$ cat src/spcu_pkg.sv
// constants, field layouts and types shared by the serial port control block
package spcu_pkg;
	// register byte offsets on the bus
	localparam logic [7:0] OFF_CTRL = 8'h98;
	localparam logic [7:0] OFF_DATA = 8'h9C;
	localparam logic [7:0] OFF_PWR  = 8'hA0;
	localparam logic [7:0] OFF_STAT = 8'hA4;
	localparam logic [7:0] OFF_ICLR = 8'hA8;
	localparam logic [7:0] OFF_IEN  = 8'hAC;
	// power control bit positions
	localparam int PWR_EAS = 6;
	localparam int PWR_DBL = 7;
	// reset values
	localparam logic [7:0] CTRL_RST = 8'h00;
	localparam logic       PWR_RST  = 1'b0;
	localparam logic [2:0] IRQ_RST  = 3'h0;
	// interrupt event bit positions
	localparam int EV_TX = 0;
	localparam int EV_RX = 1;
	localparam int EV_FE = 2;
	localparam int NEV   = 3;
	// clock and timing counts
	localparam int         CLK_HZ  = 25000000;
	localparam logic [3:0] SMP_A   = 4'h7;
	localparam logic [3:0] SMP_B   = 4'h8;
	localparam logic [3:0] SMP_C   = 4'h9;
	localparam logic [2:0] M0_LAST = 3'h7;
	localparam logic [3:0] BITS8   = 4'hA;
	localparam logic [3:0] BITS9   = 4'hB;
	localparam logic [3:0] STOP8   = 4'h9;
	localparam logic [3:0] STOP9   = 4'hA;
	localparam logic [3:0] NINTH   = 4'h9;
	localparam logic [3:0] LAST_DB = 4'h8;

	typedef enum logic [1:0] {
		MODE_SHIFT  = 2'b00,
		MODE_UART8  = 2'b01,
		MODE_UART9F = 2'b10,
		MODE_UART9T = 2'b11
	} spcu_mode_e;

	typedef enum logic [2:0] {
		TX_IDLE = 3'b001,
		TX_M0   = 3'b010,
		TX_UART = 3'b100
	} spcu_tx_e;

	typedef enum logic [2:0] {
		RX_IDLE = 3'b001,
		RX_M0   = 3'b010,
		RX_UART = 3'b100
	} spcu_rx_e;

	// control register layout, bit 7 first
	typedef struct packed {
		logic modeSelLow;
		logic modeSelHigh;
		logic mpEnable;
		logic rxEnable;
		logic txNinth;
		logic rxNinth;
		logic txFlag;
		logic rxFlag;
	} spcu_ctrl_s;
endpackage

$ cat src/spcu_div.sv
// free counter with clear and terminal pulse, used for prescale and bit timing
`timescale 1ns/1ns
module spcu_div #(
	parameter int W = 4
) (
	input  wire logic         clk,
	input  wire logic         sys_rst,
	input  wire logic         en,
	input  wire logic         clr,
	output logic [W-1:0]      cnt,
	output logic              wrap
);
	logic [W-1:0] cnt_q;

	// terminal pulse when the counter rolls over
	assign cnt  = cnt_q;
	assign wrap = en && (cnt_q == {W{1'b1}});

	// count enables, clear restarts the phase
	always_ff @(posedge clk) begin
		if (sys_rst || clr) begin
			cnt_q <= '0;
		end else if (en) begin
			cnt_q <= cnt_q + 1'b1;
		end
	end
endmodule

$ cat src/spcu_vote.sv
// two-of-three bit detector for the oversampled receive line
`timescale 1ns/1ns
module spcu_vote (
	input  wire logic clk,
	input  wire logic sys_rst,
	input  wire logic bitIn,
	input  wire logic takeA,
	input  wire logic takeB,
	output logic      majority
);
	logic smpA_q;
	logic smpB_q;

	// third sample is the live line
	assign majority = (smpA_q & smpB_q) | (smpA_q & bitIn) | (smpB_q & bitIn);

	// hold the first two samples
	always_ff @(posedge clk) begin
		if (sys_rst) begin
			smpA_q <= 1'b1;
			smpB_q <= 1'b1;
		end else begin
			if (takeA) smpA_q <= bitIn;
			if (takeB) smpB_q <= bitIn;
		end
	end
endmodule

$ cat src/spcu_top.sv
// serial port control: four-mode uart with control register over ahb-lite
`timescale 1ns/1ns
module spcu_top (
	input  wire logic        clk,
	input  wire logic        sys_rst,
	input  wire logic        hsel,
	input  wire logic [31:0] haddr,
	input  wire logic [1:0]  htrans,
	input  wire logic        hwrite,
	input  wire logic [2:0]  hsize,
	input  wire logic [31:0] hwdata,
	input  wire logic        hready,
	output logic             hreadyout,
	output logic             hresp,
	output logic [31:0]      hrdata,
	input  wire logic        timerTick,
	input  wire logic [7:0]  givenAddr,
	input  wire logic [7:0]  broadcastAddr,
	input  wire logic [7:0]  addrMask,
	input  wire logic        rxdIn,
	output logic             rxdOut,
	output logic             rxdOe,
	output logic             txdOut,
	output logic             irq
);
	spcu_pkg::spcu_ctrl_s ctrl_q;
	spcu_pkg::spcu_ctrl_s ctrl_d;
	spcu_pkg::spcu_ctrl_s wrByte;
	spcu_pkg::spcu_mode_e mode;
	spcu_pkg::spcu_tx_e   txState_q;
	spcu_pkg::spcu_rx_e   rxState_q;
	logic        fe_q;
	logic        fe_d;
	logic        eas_q;
	logic        dbl_q;
	logic [7:0]  rxBuf_q;
	logic [2:0]  stat_q;
	logic [2:0]  ien_q;
	logic        dpValid_q;
	logic        dpWrite_q;
	logic        dpMapped_q;
	logic [7:0]  dpAddr_q;
	logic [31:0] hrdata_q;
	logic        rxdS1_q;
	logic        rxdS2_q;
	logic        rxdPrev_q;
	logic [10:0] txShift_q;
	logic [3:0]  txLeft_q;
	logic        m0Phase_q;
	logic [2:0]  m0Cnt_q;
	logic        m0Smp_q;
	logic [7:0]  rxShift_q;
	logic [3:0]  rxIdx_q;
	logic        rxNinthBit_q;
	logic        txd_q;
	logic        rxdOut_q;
	logic        rxdOe_q;
	logic        preWrap;
	logic        txBitEnd;
	logic [3:0]  rxCnt;
	logic        vote;
	// bus decode
	wire        addrPhase = hsel && htrans[1] && hready;
	wire        aMapped   = (haddr[31:8] == 24'h00_0000);
	wire [7:0]  aOff      = haddr[7:0];
	wire        dpWr      = dpValid_q && dpWrite_q && dpMapped_q;
	wire        wrCtrl    = dpWr && (dpAddr_q == spcu_pkg::OFF_CTRL);
	wire        wrData    = dpWr && (dpAddr_q == spcu_pkg::OFF_DATA);
	wire        wrPwr     = dpWr && (dpAddr_q == spcu_pkg::OFF_PWR);
	wire        wrIclr    = dpWr && (dpAddr_q == spcu_pkg::OFF_ICLR);
	wire        wrIen     = dpWr && (dpAddr_q == spcu_pkg::OFF_IEN);
	wire [7:0]  ctrlView  = {eas_q ? fe_q : ctrl_q.modeSelLow, ctrl_q[6:0]};
	wire [7:0]  pwrView   = {dbl_q, eas_q, 6'h00};
	wire [7:0]  rdByte    = !aMapped ? 8'h00 :
		(aOff == spcu_pkg::OFF_CTRL) ? ctrlView :
		(aOff == spcu_pkg::OFF_DATA) ? rxBuf_q :
		(aOff == spcu_pkg::OFF_PWR)  ? pwrView :
		(aOff == spcu_pkg::OFF_STAT) ? {5'h00, stat_q} :
		(aOff == spcu_pkg::OFF_IEN)  ? {5'h00, ien_q} : 8'h00;
	assign wrByte    = hwdata[7:0];
	assign hreadyout = 1'b1;
	assign hresp     = 1'b0;
	assign hrdata    = hrdata_q;
	// address phase capture, read data registered for the data phase
	always_ff @(posedge clk) begin
		if (sys_rst) begin
			dpValid_q  <= 1'b0;
			dpWrite_q  <= 1'b0;
			dpMapped_q <= 1'b0;
			dpAddr_q   <= 8'h00;
			hrdata_q   <= 32'h0000_0000;
		end else begin
			dpValid_q  <= addrPhase;
			dpWrite_q  <= hwrite;
			dpMapped_q <= aMapped;
			dpAddr_q   <= aOff;
			if (addrPhase && !hwrite) hrdata_q <= {24'h00_0000, rdByte};
		end
	end
	// operating mode and bit-rate ticks
	assign mode = spcu_pkg::spcu_mode_e'({ctrl_q.modeSelLow, ctrl_q.modeSelHigh});
	wire nine    = ctrl_q.modeSelLow;
	wire srcTick = (mode == spcu_pkg::MODE_UART9F) ? 1'b1 : timerTick;
	wire tick16  = dbl_q ? srcTick : preWrap;
	// prescaler halves the source tick, bit timer restarts at the buffer write
	spcu_div #(.W(1)) uPre (.clk(clk), .sys_rst(sys_rst), .en(srcTick), .clr(1'b0), .cnt(), .wrap(preWrap));
	spcu_div #(.W(4)) uTxDiv (.clk(clk), .sys_rst(sys_rst), .en(tick16 && txState_q == spcu_pkg::TX_UART),
		.clr(wrData), .cnt(), .wrap(txBitEnd));
	// input line synchroniser and edge history
	always_ff @(posedge clk) begin
		if (sys_rst) begin
			rxdS1_q   <= 1'b1;
			rxdS2_q   <= 1'b1;
			rxdPrev_q <= 1'b1;
		end else begin
			rxdS1_q   <= rxdIn;
			rxdS2_q   <= rxdS1_q;
			rxdPrev_q <= rxdS2_q;
		end
	end
	// shift mode engine: two clocks per bit, clock low then high
	wire m0Act    = (txState_q == spcu_pkg::TX_M0) || (rxState_q == spcu_pkg::RX_M0);
	wire m0BitEnd = m0Act && m0Phase_q;
	wire m0Last   = (m0Cnt_q == spcu_pkg::M0_LAST);
	always_ff @(posedge clk) begin
		if (sys_rst || !m0Act) begin
			m0Phase_q <= 1'b0;
			m0Cnt_q   <= 3'h0;
			m0Smp_q   <= 1'b1;
		end else begin
			m0Phase_q <= !m0Phase_q;
			if (m0Phase_q) m0Cnt_q <= m0Cnt_q + 3'h1;
			if (!m0Phase_q) m0Smp_q <= rxdS2_q;
		end
	end
	// transmitter
	wire tiSet = (txState_q == spcu_pkg::TX_UART && txBitEnd && txLeft_q == 4'h2) ||
		(txState_q == spcu_pkg::TX_M0 && m0BitEnd && m0Last);
	always_ff @(posedge clk) begin
		if (sys_rst) begin
			txState_q <= spcu_pkg::TX_IDLE;
			txShift_q <= 11'h7FF;
			txLeft_q  <= 4'h0;
		end else if (wrData) begin
			if (mode == spcu_pkg::MODE_SHIFT) begin
				txState_q <= spcu_pkg::TX_M0;
				txShift_q <= {3'h7, hwdata[7:0]};
			end else begin
				txState_q <= spcu_pkg::TX_UART;
				txShift_q <= {1'b1, nine ? ctrl_q.txNinth : 1'b1, hwdata[7:0], 1'b0};
				txLeft_q  <= nine ? spcu_pkg::BITS9 : spcu_pkg::BITS8;
			end
		end else begin
			case (txState_q)
				spcu_pkg::TX_UART: begin
					if (txBitEnd) begin
						txShift_q <= {1'b1, txShift_q[10:1]};
						txLeft_q  <= txLeft_q - 4'h1;
						if (txLeft_q == 4'h1) txState_q <= spcu_pkg::TX_IDLE;
					end
				end
				spcu_pkg::TX_M0: begin
					if (m0BitEnd) begin
						txShift_q <= {1'b1, txShift_q[10:1]};
						if (m0Last) txState_q <= spcu_pkg::TX_IDLE;
					end
				end
				default: txState_q <= spcu_pkg::TX_IDLE;
			endcase
		end
	end
	// receiver sample timing and bit detector
	wire rxUart   = (rxState_q == spcu_pkg::RX_UART);
	wire rxStart  = (rxState_q == spcu_pkg::RX_IDLE) && (mode != spcu_pkg::MODE_SHIFT) &&
		ctrl_q.rxEnable && rxdPrev_q && !rxdS2_q;
	wire m0RxGo   = (rxState_q == spcu_pkg::RX_IDLE) && (mode == spcu_pkg::MODE_SHIFT) &&
		ctrl_q.rxEnable && !ctrl_q.rxFlag && (txState_q == spcu_pkg::TX_IDLE) && !wrData;
	wire rxTick   = tick16 && rxUart;
	wire voteDone = rxTick && (rxCnt == spcu_pkg::SMP_C);
	spcu_div #(.W(4)) uRxDiv (.clk(clk), .sys_rst(sys_rst), .en(rxTick), .clr(rxStart), .cnt(rxCnt), .wrap());
	spcu_vote uVote (.clk(clk), .sys_rst(sys_rst), .bitIn(rxdS2_q), .takeA(rxTick && rxCnt == spcu_pkg::SMP_A),
		.takeB(rxTick && rxCnt == spcu_pkg::SMP_B), .majority(vote));
	// frame completion, filtering and error detection
	wire       isStop    = rxIdx_q == (nine ? spcu_pkg::STOP9 : spcu_pkg::STOP8);
	wire       stopHit   = rxUart && ctrl_q.rxEnable && voteDone && isStop;
	wire       matchGiv  = ((rxShift_q ^ givenAddr) & addrMask) == 8'h00;
	wire       matchBc   = ((rxShift_q ^ broadcastAddr) & addrMask) == 8'h00;
	wire       addrMatch = matchGiv || matchBc;
	wire       accept    = (mode == spcu_pkg::MODE_UART8) ? (!ctrl_q.mpEnable || vote)
		: (!ctrl_q.mpEnable || (rxNinthBit_q && addrMatch));
	wire       m0Done    = (rxState_q == spcu_pkg::RX_M0) && m0BitEnd && m0Last;
	wire       riSet     = m0Done || (stopHit && accept);
	wire       feSet     = stopHit && !vote;
	wire       rb8Val    = nine ? rxNinthBit_q : vote;
	wire [7:0] rxByteM0  = {m0Smp_q, rxShift_q[7:1]};
	always_ff @(posedge clk) begin
		if (sys_rst) begin
			rxState_q    <= spcu_pkg::RX_IDLE;
			rxIdx_q      <= 4'h0;
			rxShift_q    <= 8'h00;
			rxNinthBit_q <= 1'b0;
			rxBuf_q      <= 8'h00;
		end else begin
			if (riSet) rxBuf_q <= m0Done ? rxByteM0 : rxShift_q;
			case (rxState_q)
				spcu_pkg::RX_IDLE: begin
					if (m0RxGo) begin
						rxState_q <= spcu_pkg::RX_M0;
					end else if (rxStart) begin
						rxState_q <= spcu_pkg::RX_UART;
						rxIdx_q   <= 4'h0;
					end
				end
				spcu_pkg::RX_M0: begin
					if (m0BitEnd) rxShift_q <= rxByteM0;
					if (!ctrl_q.rxEnable || m0Done) rxState_q <= spcu_pkg::RX_IDLE;
				end
				spcu_pkg::RX_UART: begin
					if (!ctrl_q.rxEnable) begin
						rxState_q <= spcu_pkg::RX_IDLE;
					end else if (voteDone) begin
						rxIdx_q <= rxIdx_q + 4'h1;
						if ((rxIdx_q == 4'h0 && vote) || isStop) rxState_q <= spcu_pkg::RX_IDLE;
						if (rxIdx_q != 4'h0 && rxIdx_q <= spcu_pkg::LAST_DB) begin
							rxShift_q <= {vote, rxShift_q[7:1]};
						end
						if (nine && rxIdx_q == spcu_pkg::NINTH) rxNinthBit_q <= vote;
					end
				end
				default: rxState_q <= spcu_pkg::RX_IDLE;
			endcase
		end
	end
	// control register next value, hardware sets win over software writes
	always_comb begin
		ctrl_d = ctrl_q;
		fe_d   = fe_q;
		if (wrCtrl) begin
			ctrl_d = wrByte;
			if (eas_q) begin
				ctrl_d.modeSelLow = ctrl_q.modeSelLow;
				fe_d              = wrByte.modeSelLow;
			end
		end
		if (tiSet) ctrl_d.txFlag = 1'b1;
		if (riSet) begin
			ctrl_d.rxFlag = 1'b1;
			if (!m0Done) ctrl_d.rxNinth = rb8Val;
		end
		if (feSet) fe_d = 1'b1;
	end
	// software registers and interrupt state
	wire [2:0] events = {feSet, riSet, tiSet};
	always_ff @(posedge clk) begin
		if (sys_rst) begin
			ctrl_q <= spcu_pkg::CTRL_RST;
			fe_q   <= 1'b0;
			eas_q  <= spcu_pkg::PWR_RST;
			dbl_q  <= spcu_pkg::PWR_RST;
			stat_q <= spcu_pkg::IRQ_RST;
			ien_q  <= spcu_pkg::IRQ_RST;
		end else begin
			ctrl_q <= ctrl_d;
			fe_q   <= fe_d;
			stat_q <= (stat_q & ~(wrIclr ? hwdata[2:0] : 3'h0)) | events;
			if (wrPwr) begin
				eas_q <= hwdata[spcu_pkg::PWR_EAS];
				dbl_q <= hwdata[spcu_pkg::PWR_DBL];
			end
			if (wrIen) ien_q <= hwdata[2:0];
		end
	end
	assign irq = |(stat_q & ien_q); // level while an enabled event is pending
	// pin drivers, registered
	always_ff @(posedge clk) begin
		if (sys_rst) begin
			txd_q    <= 1'b1;
			rxdOut_q <= 1'b1;
			rxdOe_q  <= 1'b0;
		end else begin
			txd_q    <= m0Act ? m0Phase_q : ((txState_q == spcu_pkg::TX_UART) ? txShift_q[0] : 1'b1);
			rxdOut_q <= txShift_q[0];
			rxdOe_q  <= (txState_q == spcu_pkg::TX_M0);
		end
	end
	assign txdOut = txd_q;
	assign rxdOut = rxdOut_q;
	assign rxdOe  = rxdOe_q;
endmodule

$ cat config.mk
export PLATFORM = sky130hd
export DESIGN_NAME = spcu_top
export DESIGN_NICKNAME = d
export VERILOG_FILES = /design/src/spcu_pkg.sv /design/src/spcu_div.sv /design/src/spcu_vote.sv /design/src/spcu_top.sv
export SDC_FILE = /design/constraint.sdc
export NUM_CORES = 1
export LEC_CHECK = 0
export BUFFER_PORTS_ARGS = -buffer_cell sky130_fd_sc_hd__buf_4
export CORE_MARGIN = 10
export CORE_UTILIZATION = 50
export DETAILED_ROUTE_END_ITERATION = 8
export GPL_ROUTABILITY_DRIVEN = 0
export PLACE_DENSITY_LB_ADDON = 0.15
export SLEW_MARGIN = 20
export SYNTH_ARGS = -nofsm -noshare
export SYNTH_HDL_FRONTEND = slang
export SYNTH_SLANG_ARGS = --single-unit
$ cat constraint.sdc
create_clock -name clk -period 3.5 [get_ports clk]
set_input_delay 0.7 -clock clk [delete_from_list [all_inputs] [get_ports clk]]
set_output_delay 0.7 -clock clk [all_outputs]
set_load 0.02 [all_outputs]
Word level (Yosys, flattened, before mapping)
Cells that the tools add are included.
W data, S select, Z words.
{"block": "word_totals", "register_bits": 100, "input_bits": 100, "wordCells": 250}
{"block": "op_classes", "n_addsub": 6, "magnitude_cmp": 1, "eq_ne": 42, "n_mux": 59, "bitwise": 14, "n_reduce_logical": 88}
{"operator": "$eq A8 B8 Y1 const B", "n": 10}
{"operator": "$mux W8", "n": 9}
{"operator": "$mux W3", "n": 16}
{"operator": "$logic_and A1 B1 Y1", "n": 42}
{"operator": "$mux W11", "n": 3}
{"operator": "$mux W4", "n": 8}
{"operator": "$logic_not A24 Y1", "n": 1}
{"operator": "$pmux W11 S2", "n": 1}
{"operator": "$ne A3 B2 Y1 const B", "n": 7}
{"operator": "$reduce_bool A2 Y1", "n": 9}
{"operator": "$and A8 B8 Y8", "n": 2}
{"operator": "$eq A4 B4 Y1 const B", "n": 4}
{"operator": "$logic_not A8 Y1", "n": 2}
{"operator": "$mux W1", "n": 16}
{"operator": "$pmux W8 S2", "n": 1}
{"operator": "$xor A8 B8 Y8", "n": 2}
{"operator": "$add A4 B1 Y4 const B", "n": 3}
{"operator": "$reduce_and A4 Y1", "n": 3}
{"operator": "$logic_or A1 B1 Y1", "n": 11}
{"operator": "$mux W10", "n": 1}
{"operator": "$reduce_and A5 Y1", "n": 2}
{"operator": "$eq A3 B3 Y1 const B", "n": 3}
{"operator": "$logic_not A1 Y1", "n": 9}
{"operator": "$pmux W3 S3", "n": 1}
{"operator": "other kinds (30)", "n": 44}

Longest topological paths before layout
Gate-level depths: netlist (run 1).
{"block": "logic_depth", "ltp_word": 11, "ltp_mapped": 9, "ltp_nobuf": 8}

Modules after synthesis
From an unflattened synthesis (run 1), not the netlist that was laid out.
{"block": "unflattened", "hier_cells": 585, "area_unflattened_um2": 5098.6}
{"mod": "spcu_top", "n_inst": 1, "cells_each": 540, "area_each_um2": 4598.2}
{"mod": "spcu_div at uRxDiv ...", "n_inst": 2, "cells_each": 17, "area_each_um2": 186.4}
{"mod": "spcu_vote", "n_inst": 1, "cells_each": 7, "area_each_um2": 81.3}
{"mod": "spcu_div at uPre", "n_inst": 1, "cells_each": 4, "area_each_um2": 46.3}

Worst setup path before layout (run 1)
OpenSTA, ideal clock, no wires.
{"block": "synth_path", "path_type": "input port to flip-flop", "start": "input port haddr[6]", "end": "register hrdata_q[0] (netlist: hrdata[0])", "setup_ns": 0.132, "t_arrival_ns": 1.983, "required_ns": 3.368, "setup_slack_ns": 1.385, "path_stages": 5, "cell_sequence": "nor4b_1 > nand4b_1 > or2_2 > o2111ai_1 > a21oi_1"}
{"block": "synth_between", "elab_chain_len": 7, "elab_cells_between_ends": 11, "cone_classes": "5 x eq/ne; 6 x mux"}
{"element": "from (decl)", "line_no": "spcu_top.sv:7", "rtl": "input wire logic [31:0] haddr,"}
{"element": "$eq A8 B8 Y1", "line_no": "spcu_top.sv:79", "rtl": "(aOff == spcu_pkg::OFF_IEN) ? {5'h00, ien_q} : 8'h00;"}
{"element": "$mux W3", "line_no": "spcu_top.sv:79"}
{"element": "$mux W3", "line_no": "spcu_top.sv:78", "rtl": "(aOff == spcu_pkg::OFF_STAT) ? {5'h00, stat_q} :"}
{"element": "$mux W8", "line_no": "spcu_top.sv:77", "rtl": "(aOff == spcu_pkg::OFF_PWR) ? pwrView :"}
{"element": "$mux W8", "line_no": "spcu_top.sv:76", "rtl": "(aOff == spcu_pkg::OFF_DATA) ? rxBuf_q :"}
{"element": "$mux W8 (*)", "line_no": "spcu_top.sv:75", "rtl": "(aOff == spcu_pkg::OFF_CTRL) ? ctrlView :"}
{"element": "$mux W8 (*)", "line_no": "spcu_top.sv:74", "rtl": "wire [7:0] rdByte = !aMapped ? 8'h00 :"}
{"element": "to (signal assigned)", "line_no": "spcu_top.sv:97", "rtl": "if (addrPhase && !hwrite) hrdata_q <= {24'h00_0000, rdByte};"}
{"element": "to (decl)", "line_no": "spcu_top.sv:43", "rtl": "logic [31:0] hrdata_q;"}
Mark *: on every way between the ends. The rest lies on a longest branch, timed or not.
A chain may end at the register's enable or synchronous reset.

Final worst setup path (run 1)
{"block": "layout_path", "start": "register dpAddr_q[0]", "end": "register txShift_q[3]"}
{"block": "layout_between", "elab_chain_len": 4, "elab_cells_between_ends": 7, "cone_classes": "3 x eq/ne; 1 x mux; 3 x reduce/logical"}
{"element": "from (decl)", "line_no": "spcu_top.sv:42", "rtl": "logic [7:0] dpAddr_q;"}
{"element": "from (signal assigned)", "line_no": "spcu_top.sv:96", "rtl": "dpAddr_q <= aOff;"}
{"element": "$eq A8 B8 Y1 (*)", "line_no": "spcu_top.sv:68", "rtl": "wire wrData = dpWr && (dpAddr_q == spcu_pkg::OFF_DATA);"}
{"element": "$logic_and A1 B1 Y1 (*)", "line_no": "spcu_top.sv:68"}
{"element": "$ne A3 B2 Y1 (no source line) or $reduce_bool A3 Y1 (tied branches)"}
{"element": "$reduce_and A3 Y1 (no source line)"}
{"element": "to (signal assigned)", "line_no": "spcu_top.sv:147", "rtl": "txShift_q <= {3'h7, hwdata[7:0]};"}
{"element": "to (signal assigned)", "line_no": "spcu_top.sv:150", "rtl": "txShift_q <= {1'b1, nine ? ctrl_q.txNinth : 1'b1, hwdata[7:0], 1'b0};"}
{"element": "to (signal assigned)", "line_no": "spcu_top.sv:157", "rtl": "txShift_q <= {1'b1, txShift_q[10:1]};"}
{"element": "to (decl)", "line_no": "spcu_top.sv:47", "rtl": "logic [10:0] txShift_q;"}
Marked as above.

==> impl_metrics.yaml, run 1 <==
die:
  rows: 37
  start_util_pct: 50.7
  die_x_um: 122
  fp.coreArea_sq_um: 10200
  ios: 138
  die_y_um: 122
  dieArea_sq_um: 14800
timing:
  final-setup-viol-count: 0
  tns_ps: 0
  max-slew-margin-rel_pct: 38.8
  hold_viol_final: 0
  post-route-min-period_ps: 2400
  fin_crit_sh_pct: 68.5
  fmax_mhz: 417
  fin_worst_skew_ps: 11.2
  rsz0062_at_grt: "no"
  worst_slew_pin_slew_ps: 918
  fin_ws_ps: 1100
  drv_slew: 0
hold_path:
  holdPathEnd: "rxdS2_q$_SDFF_PP1_"
  hold_path.class: "flip-flop to flip-flop"
  hp-start: "rxdS1_q$_SDFF_PP1_"
  min_path_cells: 1
synthesis:
  synth_mux_area_share_pct: 7.37
  synth_top_area_share_pct: 38.4
  synth_top_family_by_area: "simple AND/OR/NAND/NOR gates"
  syn_area_sq_um: 5160
  yosys-top-cells-count: "99 x dfxtp_1, 82 x nor2_1, 44 x nand2_1"
  synth_xor_area_share_pct: 4.58
  syn_avg_cell_area_sq_um: 8.94
  synth_cell_types: 66
  synth_adder_area_share_pct: 2.91
  synth_ff_type: "dfxtp_1"
  syn_inst: 577
  synth.most_common_cell: "dfxtp_1"
  yosys_register_bits: 99
  yosysSeqAreaShare_pct: 38.4
  synth_edf_count: 0
  async_flop_share_pct: 0
  synthTopCellsByArea: "dfxtp_1 38%, mux2i_1 6.2%, nor2_1 6.0%"
  synth_top_area_cell: "dfxtp_1"
  yosys_warnings: 0
  yosys.area_share.simple_pct: 23.0
  synth_compound_area_share_pct: 15.5
drt:
  drt-total-wl_mm: 12.5
  wl_per_cell_um: 16.1
  drc: 0
  via_count: 4229
  drt_iter0_markers: 231
  avgViaCountPerCell: 5.42
  ant_nets: 0
  drtPass1Iterations: 4
clock_tree:
  cts_tree: "built"
  cts_hold_buf: 0
  clk_latency_ps: 380
  cts_root_buf: "clkbuf_8"
  cts_num_sinks: 99
  cts_buffer_depth: 2
  h-tree-depth: 3
  cts_buffers: 9
  postCtsSetupBuffers: 0
  cts_resized: 0
  path_clk_slew_ps: 90
cells_and_area:
  post-route-util_pct: 58.1
  area_growth_pct: 14.6
  nNetsFinal: 751
  stdcell_area_sq_um: 5910
  drive_gt1_share_pct: 20.5
  final_cells: 780
  fill_cells: 947
  diodes: 0
critical_path:
  r2r_end: "txShift_q[3]$_SDFFE_PP1P_"
  critPathRequiredTime_ps: 3770
  path_class: "flip-flop to flip-flop"
  start_kind: "flip-flop"
  r2r_cells: 5
  worstSetupEndpointType: "flip-flop"
  crit_arrival_ps: 2670
  critPathMaxFanout: 26
  r2r_slack_ps: 1100
  reg2reg_from: "dpAddr_q[0]$_SDFF_PP0_"
flow_run:
  drv_cap: 0
outcome:
  status: "finished, final reports clean"
placement:
  placedCellCount: 764
  dp_slack_ps: 879
  placed_area_sq_um: 5700
  io_buffers: 83
  dp_hpwl_mm: 9.52
power:
  power.internal_w: 0.00161
  p_leak_nw: 2.50
  combPwrFrac_pct: 7.7
  swShare_pct: 23.1
  power_density_nw_per_um2: 355
  pwr-share-clk_pct: 38.0
  pwr-share-seq_pct: 54.3
  p_sw_w: 0.000485
  irDropWorstVdd_mv: 0.332
global_route:
  grt_pass1_vias: 4169
  grt_pass1_wl_mm: 20.1
  grt_max_degree: 91
  grt_antenna_before_repair: 0
  grt.total_usage_pct: 16.5
  grt.overflow.total: 0
placed cells by master, fill, tap and decap left out, types with 5 or more instances in the layout:
master / instances
dfxtp_1: 99
buf_4: 86
nor2_1: 82
nand2_1: 44
mux2i_1: 32
conb_1: 26
xor2_1: 23
a21oi_1: 19
nor2b_1: 17
a22oi_1: 13
inv_1: 12
ha_1: 12
or2_2: 11
nand3_1: 11
a211o_1: 10
nor4_1: 9
a311oi_1: 9
clkbuf_8: 9
nor3b_1: 8
o221a_1: 8
nand4_1: 7
nor3_1: 7
a31oi_1: 7
nand4b_1: 6
nand2b_1: 5
o22ai_1: 5
routing by layer:
layer  vias to the layer above  wire (um)  GRT usage, %
li1                       2110          -             -
met1                      2000       5540          19.9
met2                       115       6040          28.3
met3                         4        905          4.39
met4                         0         59          4.32
met5                         -          0             0
kinds of logic after synthesis:
kind of cell             after synthesis
XOR/XNOR                              27
other                                  2
AND/OR/NAND/NOR                      229
AO/OA/AOI/OAI                        100
flip-flops                            99
buffers and inverters                 71
adder cells (fa/ha/maj)               12
multiplexers                          37
worst max-delay path: stages, from the launching register on:
cell	delay [ps]
dfxtp_1	300
and4bb_1	330
nor4b_4	320
and3_1	820
a311oi_1	210
a211o_1	310
area by class of cell:
type / instances / area (sq um) / share of cell area (%)
Tap cell: 136 / 170 / 2.88
Timing Repair Buffer: 86 / 646 / 10.9
Sequential cell: 99 / 1980 / 33.5
Inverter: 12 / 45.0 / 0.762
Clock buffer: 10 / 128 / 2.16
Clock inverter: 6 / 90.1 / 1.52
Multi-Input combinational cell: 431 / 2850 / 48.2
metrics by stage:
| step | power [W] | hold WS [ps] |
|---|---|---|
| final | 0.00210 | 415 |
| after detailed placement | 0.00132 | 399 |
| after global placement | 0.00132 | 396 |
| after floorplan | 0.00127 | 389 |
| after global routing | 0.00219 | 431 |
| after CTS | 0.00213 | 421 |
power groups by stage:
stage / clock, W / combinational (W) / sequential (W)
6_report: 0.000798 / 0.000161 / 0.00114
5_1_grt: 0.000871 / 0.000174 / 0.00114
4_1_cts: 0.000827 / 0.000160 / 0.00114
3_5_place_dp: 0 / 0.000160 / 0.00117
3_3_place_gp: 0 / 0.000157 / 0.00117
2_1_floorplan: 0 / 0.000101 / 0.00116
how the worst max path moves through the flow:
| stage | from | end | slack [ps] | depth (start not counted) |
|---|---|---|---|---|
| after CTS | dpAddr_q[0]$_SDFF_PP0_ | txShift_q[3]$_SDFFE_PP1P_ | 1090 | 5 |
| after global routing | dpAddr_q[0]$_SDFF_PP0_ | txShift_q[4]$_SDFFE_PP1P_ | 920 | 5 |
| after detailed placement | haddr[6] | hrdata[0]$_SDFFE_PP0P_ | 880 | 6 |
| final | dpAddr_q[0]$_SDFF_PP0_ | txShift_q[3]$_SDFFE_PP1P_ | 1100 | 5 |
| after floorplan | haddr[6] | hrdata[0]$_SDFFE_PP0P_ | 1390 | 5 |
| after global placement | haddr[6] | hrdata[0]$_SDFFE_PP0P_ | 960 | 6 |
flip-flops by register name, indices dropped and copies added, names as in the netlist, 3 cells and up:
signal	flops
hrdata	8
dpAddr_q	8
stat_q	3
rxIdx_q	4
rxBuf_q	8
txShift_q	10
ien_q	3
uTxDiv.cnt	4
rxShift_q	8
txState_q	3
txLeft_q	4
rxState_q	3
uRxDiv.cnt	4
m0Cnt_q	3
ctrlView	7
Note: power is estimated with default switching activity, not from simulation.
==> run 2, diff against run 1 <==
==> constraint.sdc (replaced) <==
create_clock -name clk -period 2.4 [get_ports clk]
set_input_delay 0.48 -clock clk [delete_from_list [all_inputs] [get_ports clk]]
set_output_delay 0.48 -clock clk [all_outputs]
set_load 0.02 [all_outputs]
==> impl_metrics.yaml, run 2 (synthesized netlist as in run 1, its figures left out) <==
die:
  dieArea_sq_um: 14800
  ios: 138
  fp.coreArea_sq_um: 10200
  die_x_um: 122
  die_y_um: 122
  rows: 37
  start_util_pct: 50.7
critical_path:
  slowest_delay_ps: 510
  critPathRequiredTime_ps: 2660
  start_kind: "flip-flop"
  worstSetupEndpointType: "flip-flop"
  cp_slowest_cell: "or3b_1"
  critPathMaxFanout: 8
  crit_family: "simple AND/OR/NAND/NOR gates"
  path_class: "flip-flop to flip-flop"
  crit_chain: "inv_1, ha_1, and3b_1, o2111ai_2, nor2_1, and2_4, or3b_1, o221a_1"
  crit_arrival_ps: 2480
  worst-path-buf-inv: 1
  critical_path_depth: 8
  r2r_cells: 8
drt:
  ant_nets: 0
  drc: 0
  drt_iter0_markers: 269
  drtPass1Iterations: 5
  wl_per_cell_um: 16.0
  avgViaCountPerCell: 5.41
  drt-total-wl_mm: 12.7
  via_count: 4292
cells_and_area:
  drive_gt1_share_pct: 22.4
  nNetsFinal: 764
  diodes: 0
  post-route-util_pct: 58.9
  area_growth_pct: 16.3
  final_cell_mix: "99 x dfxtp_1, 99 x buf_4, 81 x nor2_1"
  largest_reg_flops: 10
  regMostFlops: "txShift_q"
placement:
  dp_slack_ps: 166
  io_buffers: 83
  dp_hpwl_mm: 9.73
global_route:
  grt.total_usage_pct: 16.7
  grt_pass1_wl_mm: 20.5
  grt_max_degree: 91
  grt_antenna_before_repair: 0
  grt.overflow.total: 0
  grt_pass1_vias: 4211
timing:
  fin_worst_skew_ps: 13.0
  worst_slew_pin_slew_ps: 915
  max-slew-margin-rel_pct: 39.0
  final-setup-viol-count: 0
  post-route-min-period_ps: 2220
  fin_crit_sh_pct: 92.7
  tns_ps: 0
  hold_viol_final: 0
  fin_ws_ps: 176
  fmax_mhz: 450
  rsz0062_at_grt: "no"
  drv_slew: 0
clock_tree:
  postCtsSetupBuffers: 0
  cts_buffer_depth: 2
  h-tree-depth: 3
  cts_num_sinks: 99
  cts_buffers: 9
  cts_resized: 0
  path_clk_slew_ps: 100
  cts_hold_buf: 0
  cts_root_buf: "clkbuf_8"
  cts_tree: "built"
  clk_latency_ps: 370
hold_path:
  min_path_cells: 2
  hold_path.class: "input port to flip-flop"
outcome:
  status: "finished, final reports clean"
power:
  power_density_nw_per_um2: 501
  p_leak_nw: 2.57
  irDropWorstVdd_mv: 0.340
flow_run:
  drv_cap: 0
run 2: metal layers:
metal	vias to the layer above	global-route usage, %	wire length, um
li1	2133	-	-
met1	2042	20.8	5660
met2	109	28.2	6140
met3	8	4.76	812
met4	0	3.65	113
met5	-	0	0
run 2: worst paths after layout:
kind	from	endpoint	slack (ps)
worst max-delay path	uRxDiv.cnt[1]$_SDFFE_PP0P_	rxBuf_q[7]$_SDFFE_PP0P_	180
worst min-delay path	rxdIn	rxdS1_q$_SDFF_PP1_	300
worst max register to register	uRxDiv.cnt[1]$_SDFFE_PP0P_	rxBuf_q[7]$_SDFFE_PP0P_	180
worst min register to register	rxdS1_q$_SDFF_PP1_	rxdS2_q$_SDFF_PP1_	410
run 2: area by class of cell:
class / instances / area, sq um
Fill cell: 926 / 4180
Multi-Input combinational cell: 431 / 2860
Sequential cell: 99 / 1980
Timing Repair Buffer: 99 / 743
Tap cell: 136 / 170
Clock buffer: 9 / 124
Clock inverter: 7 / 83.8
Inverter: 12 / 45.0
run 2: stage by stage:
stage / power, W / cells / hold slack [ps] / instance area [sq um]
floorplan: 0.00185 / 601 / 389 / 5250
global placement: 0.00193 / 777 / 393 / 5790
detailed placement: 0.00194 / 777 / 395 / 5790
CTS: 0.00304 / 793 / 288 / 6000
global route: 0.00313 / 793 / 285 / 6000
finish: 0.00301 / 793 / 301 / 6000
run 2: power breakdown:
part	internal [W]	switching [W]	leakage [nW]
logic	0.000110	0.000127	1.66
registers	0.00165	0.00000796	0.801
clock network	0.000500	0.000609	0.107
total	0.00226	0.000744	2.57
run 2: worst register-to-register path, cell delays in order (launching register included):
cell,delay [ps]
dfxtp_1,380
inv_1,80
ha_1,170
and3b_1,230
o2111ai_2,180
nor2_1,130
and2_4,170
or3b_1,510
o221a_1,270
==> run 3, diff against run 2 <==
--- a/config.mk
+++ b/config.mk
@@ -5,13 +5,16 @@
 export SDC_FILE = /design/constraint.sdc
 export NUM_CORES = 1
 export LEC_CHECK = 0
+export ABC_AREA = 1
 export BUFFER_PORTS_ARGS = -buffer_cell sky130_fd_sc_hd__buf_4
 export CORE_MARGIN = 10
 export CORE_UTILIZATION = 50
 export DETAILED_ROUTE_END_ITERATION = 8
 export GPL_ROUTABILITY_DRIVEN = 0
+export HOLD_SLACK_MARGIN = 0.08
 export PLACE_DENSITY_LB_ADDON = 0.15
 export SLEW_MARGIN = 20
 export SYNTH_ARGS = -nofsm -noshare
 export SYNTH_HDL_FRONTEND = slang
+export SYNTH_HIERARCHICAL = 1
 export SYNTH_SLANG_ARGS = --single-unit
==> impl_metrics.yaml, run 3 <==
power:
  irDropWorstVdd_mv: 0.242
  p_leak_nw: 2.93
  power_density_nw_per_um2: 476
clock_tree:
  h-tree-depth: 3
  cts_buffer_depth: 2
  clk_latency_ps: 370
  cts_buffers: 9
  cts_root_buf: "clkbuf_8"
  path_clk_slew_ps: 110
  cts_num_sinks: 99
  postCtsSetupBuffers: 0
  cts_tree: "built"
timing:
  fmax_mhz: 477
  fin_crit_sh_pct: 87.4
  hold_viol_final: 0
  tns_ps: 0
  post-route-min-period_ps: 2100
  final-setup-viol-count: 0
  worst_slew_pin_slew_ps: 553
  drv_slew: 0
  fin_worst_skew_ps: 15.3
  rsz0062_at_grt: "no"
  max-slew-margin-rel_pct: 62.8
die:
  die_y_um: 123
  rows: 37
  start_util_pct: 51.2
  die_x_um: 123
  fp.coreArea_sq_um: 10300
  dieArea_sq_um: 15100
  ios: 138
hold_path:
  hp-start: "rxdIn"
  holdPathEnd: "rxdS1_q$_SDFF_PP1_"
  hold_path.class: "input port to flip-flop"
  min_path_cells: 2
global_route:
  grt.overflow.total: 0
  use_met3_pct: 3.86
  grt_antenna_before_repair: 0
  grt.total_usage_pct: 18.3
  grt-busiest-layer: "met2"
  grt_use_met1_pct: 23.0
  grt_pass1_vias: 4800
  grt_pass1_wl_mm: 22.5
  grt_util_met2_pct: 30.5
  grt_max_degree: 40
synthesis:
  syn_avg_cell_area_sq_um: 6.61
  syn_area_sq_um: 5280
  syn_inst: 799
  yosys_warnings: 6
drt:
  wl_per_cell_um: 13.5
  drc: 0
  avgViaCountPerCell: 4.99
  ant_nets: 0
  via_count: 5105
  drt_iter0_markers: 303
  drtPass1Iterations: 6
  drt-total-wl_mm: 13.8
cells_and_area:
  final_cell_mix: "189 x nand2_1, 112 x inv_1, 101 x nor2_1"
  area_growth_pct: 16.4
  layout_commonest_cell: "nand2_1"
  nNetsFinal: 993
  drive_gt1_share_pct: 15.4
  diodes: 0
  regMostFlops: "txShift_q"
  post-route-util_pct: 59.5
  largest_reg_flops: 10
critical_path:
  crit_family: "compound AO/OA/AOI/OAI gates"
  start_kind: "flip-flop"
  slowest_delay_ps: 370
  crit_chain: "inv_2, a21oi_2, inv_1, nand2_1, inv_1, nand2_1, o21ai_2, inv_1, nor2_1, nand3_1, nor2_1, o22ai_1, inv_1, o21ai_0, nand2_1, buf_4, a21oi_1, o21ai_0"
  critPathMaxFanout: 11
  worstSetupEndpointType: "flip-flop"
  worst-path-buf-inv: 6
  critPathRequiredTime_ps: 2650
  reg2reg_from: "ctrlView[6]$_SDFFE_PP0P_"
  crit_top_cell: "inv_1"
  r2r_cells: 18
  cp_slowest_cell: "dfxtp_2"
  crit_arrival_ps: 2350
  path_class: "flip-flop to flip-flop"
  r2r_end: "txShift_q[1]$_SDFFE_PP1P_"
  r2r_slack_ps: 300
outcome:
  status: "finished, final reports clean"
placement:
  dp_hpwl_mm: 11.0
  io_buffers: 83
flow_run:
  drv_cap: 0
[run 3: per-layer routing]
| layer | vias to the layer above | part of all wire (%) |
|---|---|---|
| li1 | 2656 | - |
| met1 | 2265 | 44 |
| met2 | 166 | 47 |
| met3 | 18 | 7.2 |
| met4 | 0 | 1.6 |
| met5 | - | 0 |
[run 3: timing repair]
action,in CTS,in global routing
resized for setup,0,2
hold buffers,0,0
endpoints found under the hold margin,0,0
setup endpoints to repair,0,10
[run 3: how the worst max path moves through the flow]
stage	depth (start not counted)	endpoint	slack, ps	start
CTS	18	txShift_q[1]$_SDFFE_PP1P_	220	ctrlView[6]$_SDFFE_PP0P_
floorplan	17	txShift_q[8]$_SDFFE_PP1P_	260	timerTick
finish	18	txShift_q[1]$_SDFFE_PP1P_	300	ctrlView[6]$_SDFFE_PP0P_
global placement	18	txShift_q[1]$_SDFFE_PP1P_	180	timerTick
detailed placement	18	txShift_q[1]$_SDFFE_PP1P_	150	timerTick
global route	18	txShift_q[8]$_SDFFE_PP1P_	20	ctrlView[6]$_SDFFE_PP0P_
[run 3: area by class of cell]
type                       instances  area (sq um)
clock buffer                       9           124
clock inverter                     7          61.3
fill                             980          4180
inverter                         114           428
multi-input combinational        569          2690
sequential                        99          1980
tap                              136           170
timing repair buffer              90           688
[run 3: per-stage QoR]
stage | power (W) | setup slack, ps | hold slack [ps] | instance area (sq um) | cells
floorplan | 0.00185 | 263 | 389 | 5380 | 824
global placement | 0.00195 | 184 | 394 | 5960 | 1008
detailed placement | 0.00195 | 147 | 397 | 5960 | 1008
CTS | 0.00295 | 216 | 285 | 6140 | 1024
global route | 0.00306 | 19.0 | 293 | 6150 | 1024
finish | 0.00292 | 302 | 296 | 6150 | 1024
[run 3: worst reg2reg max path: stages, from the launching register on]
cell and delay, ps:
dfxtp_2 370, inv_2 70, a21oi_2 150, inv_1 70
nand2_1 80, inv_1 40, nand2_1 70, o21ai_2 60
inv_1 100, nor2_1 70, nand3_1 90, nor2_1 60
o22ai_1 120, inv_1 70, o21ai_0 70, nand2_1 80
buf_4 190, a21oi_1 130, o21ai_0 90
[run 3: power by group]
group	internal, W	switching, W	leakage, nW
clock network	0.000393	0.000613	0.0879
logic	0.000112	0.000148	2.04
registers	0.00165	0.00000473	0.802
total	0.00216	0.000766	2.93
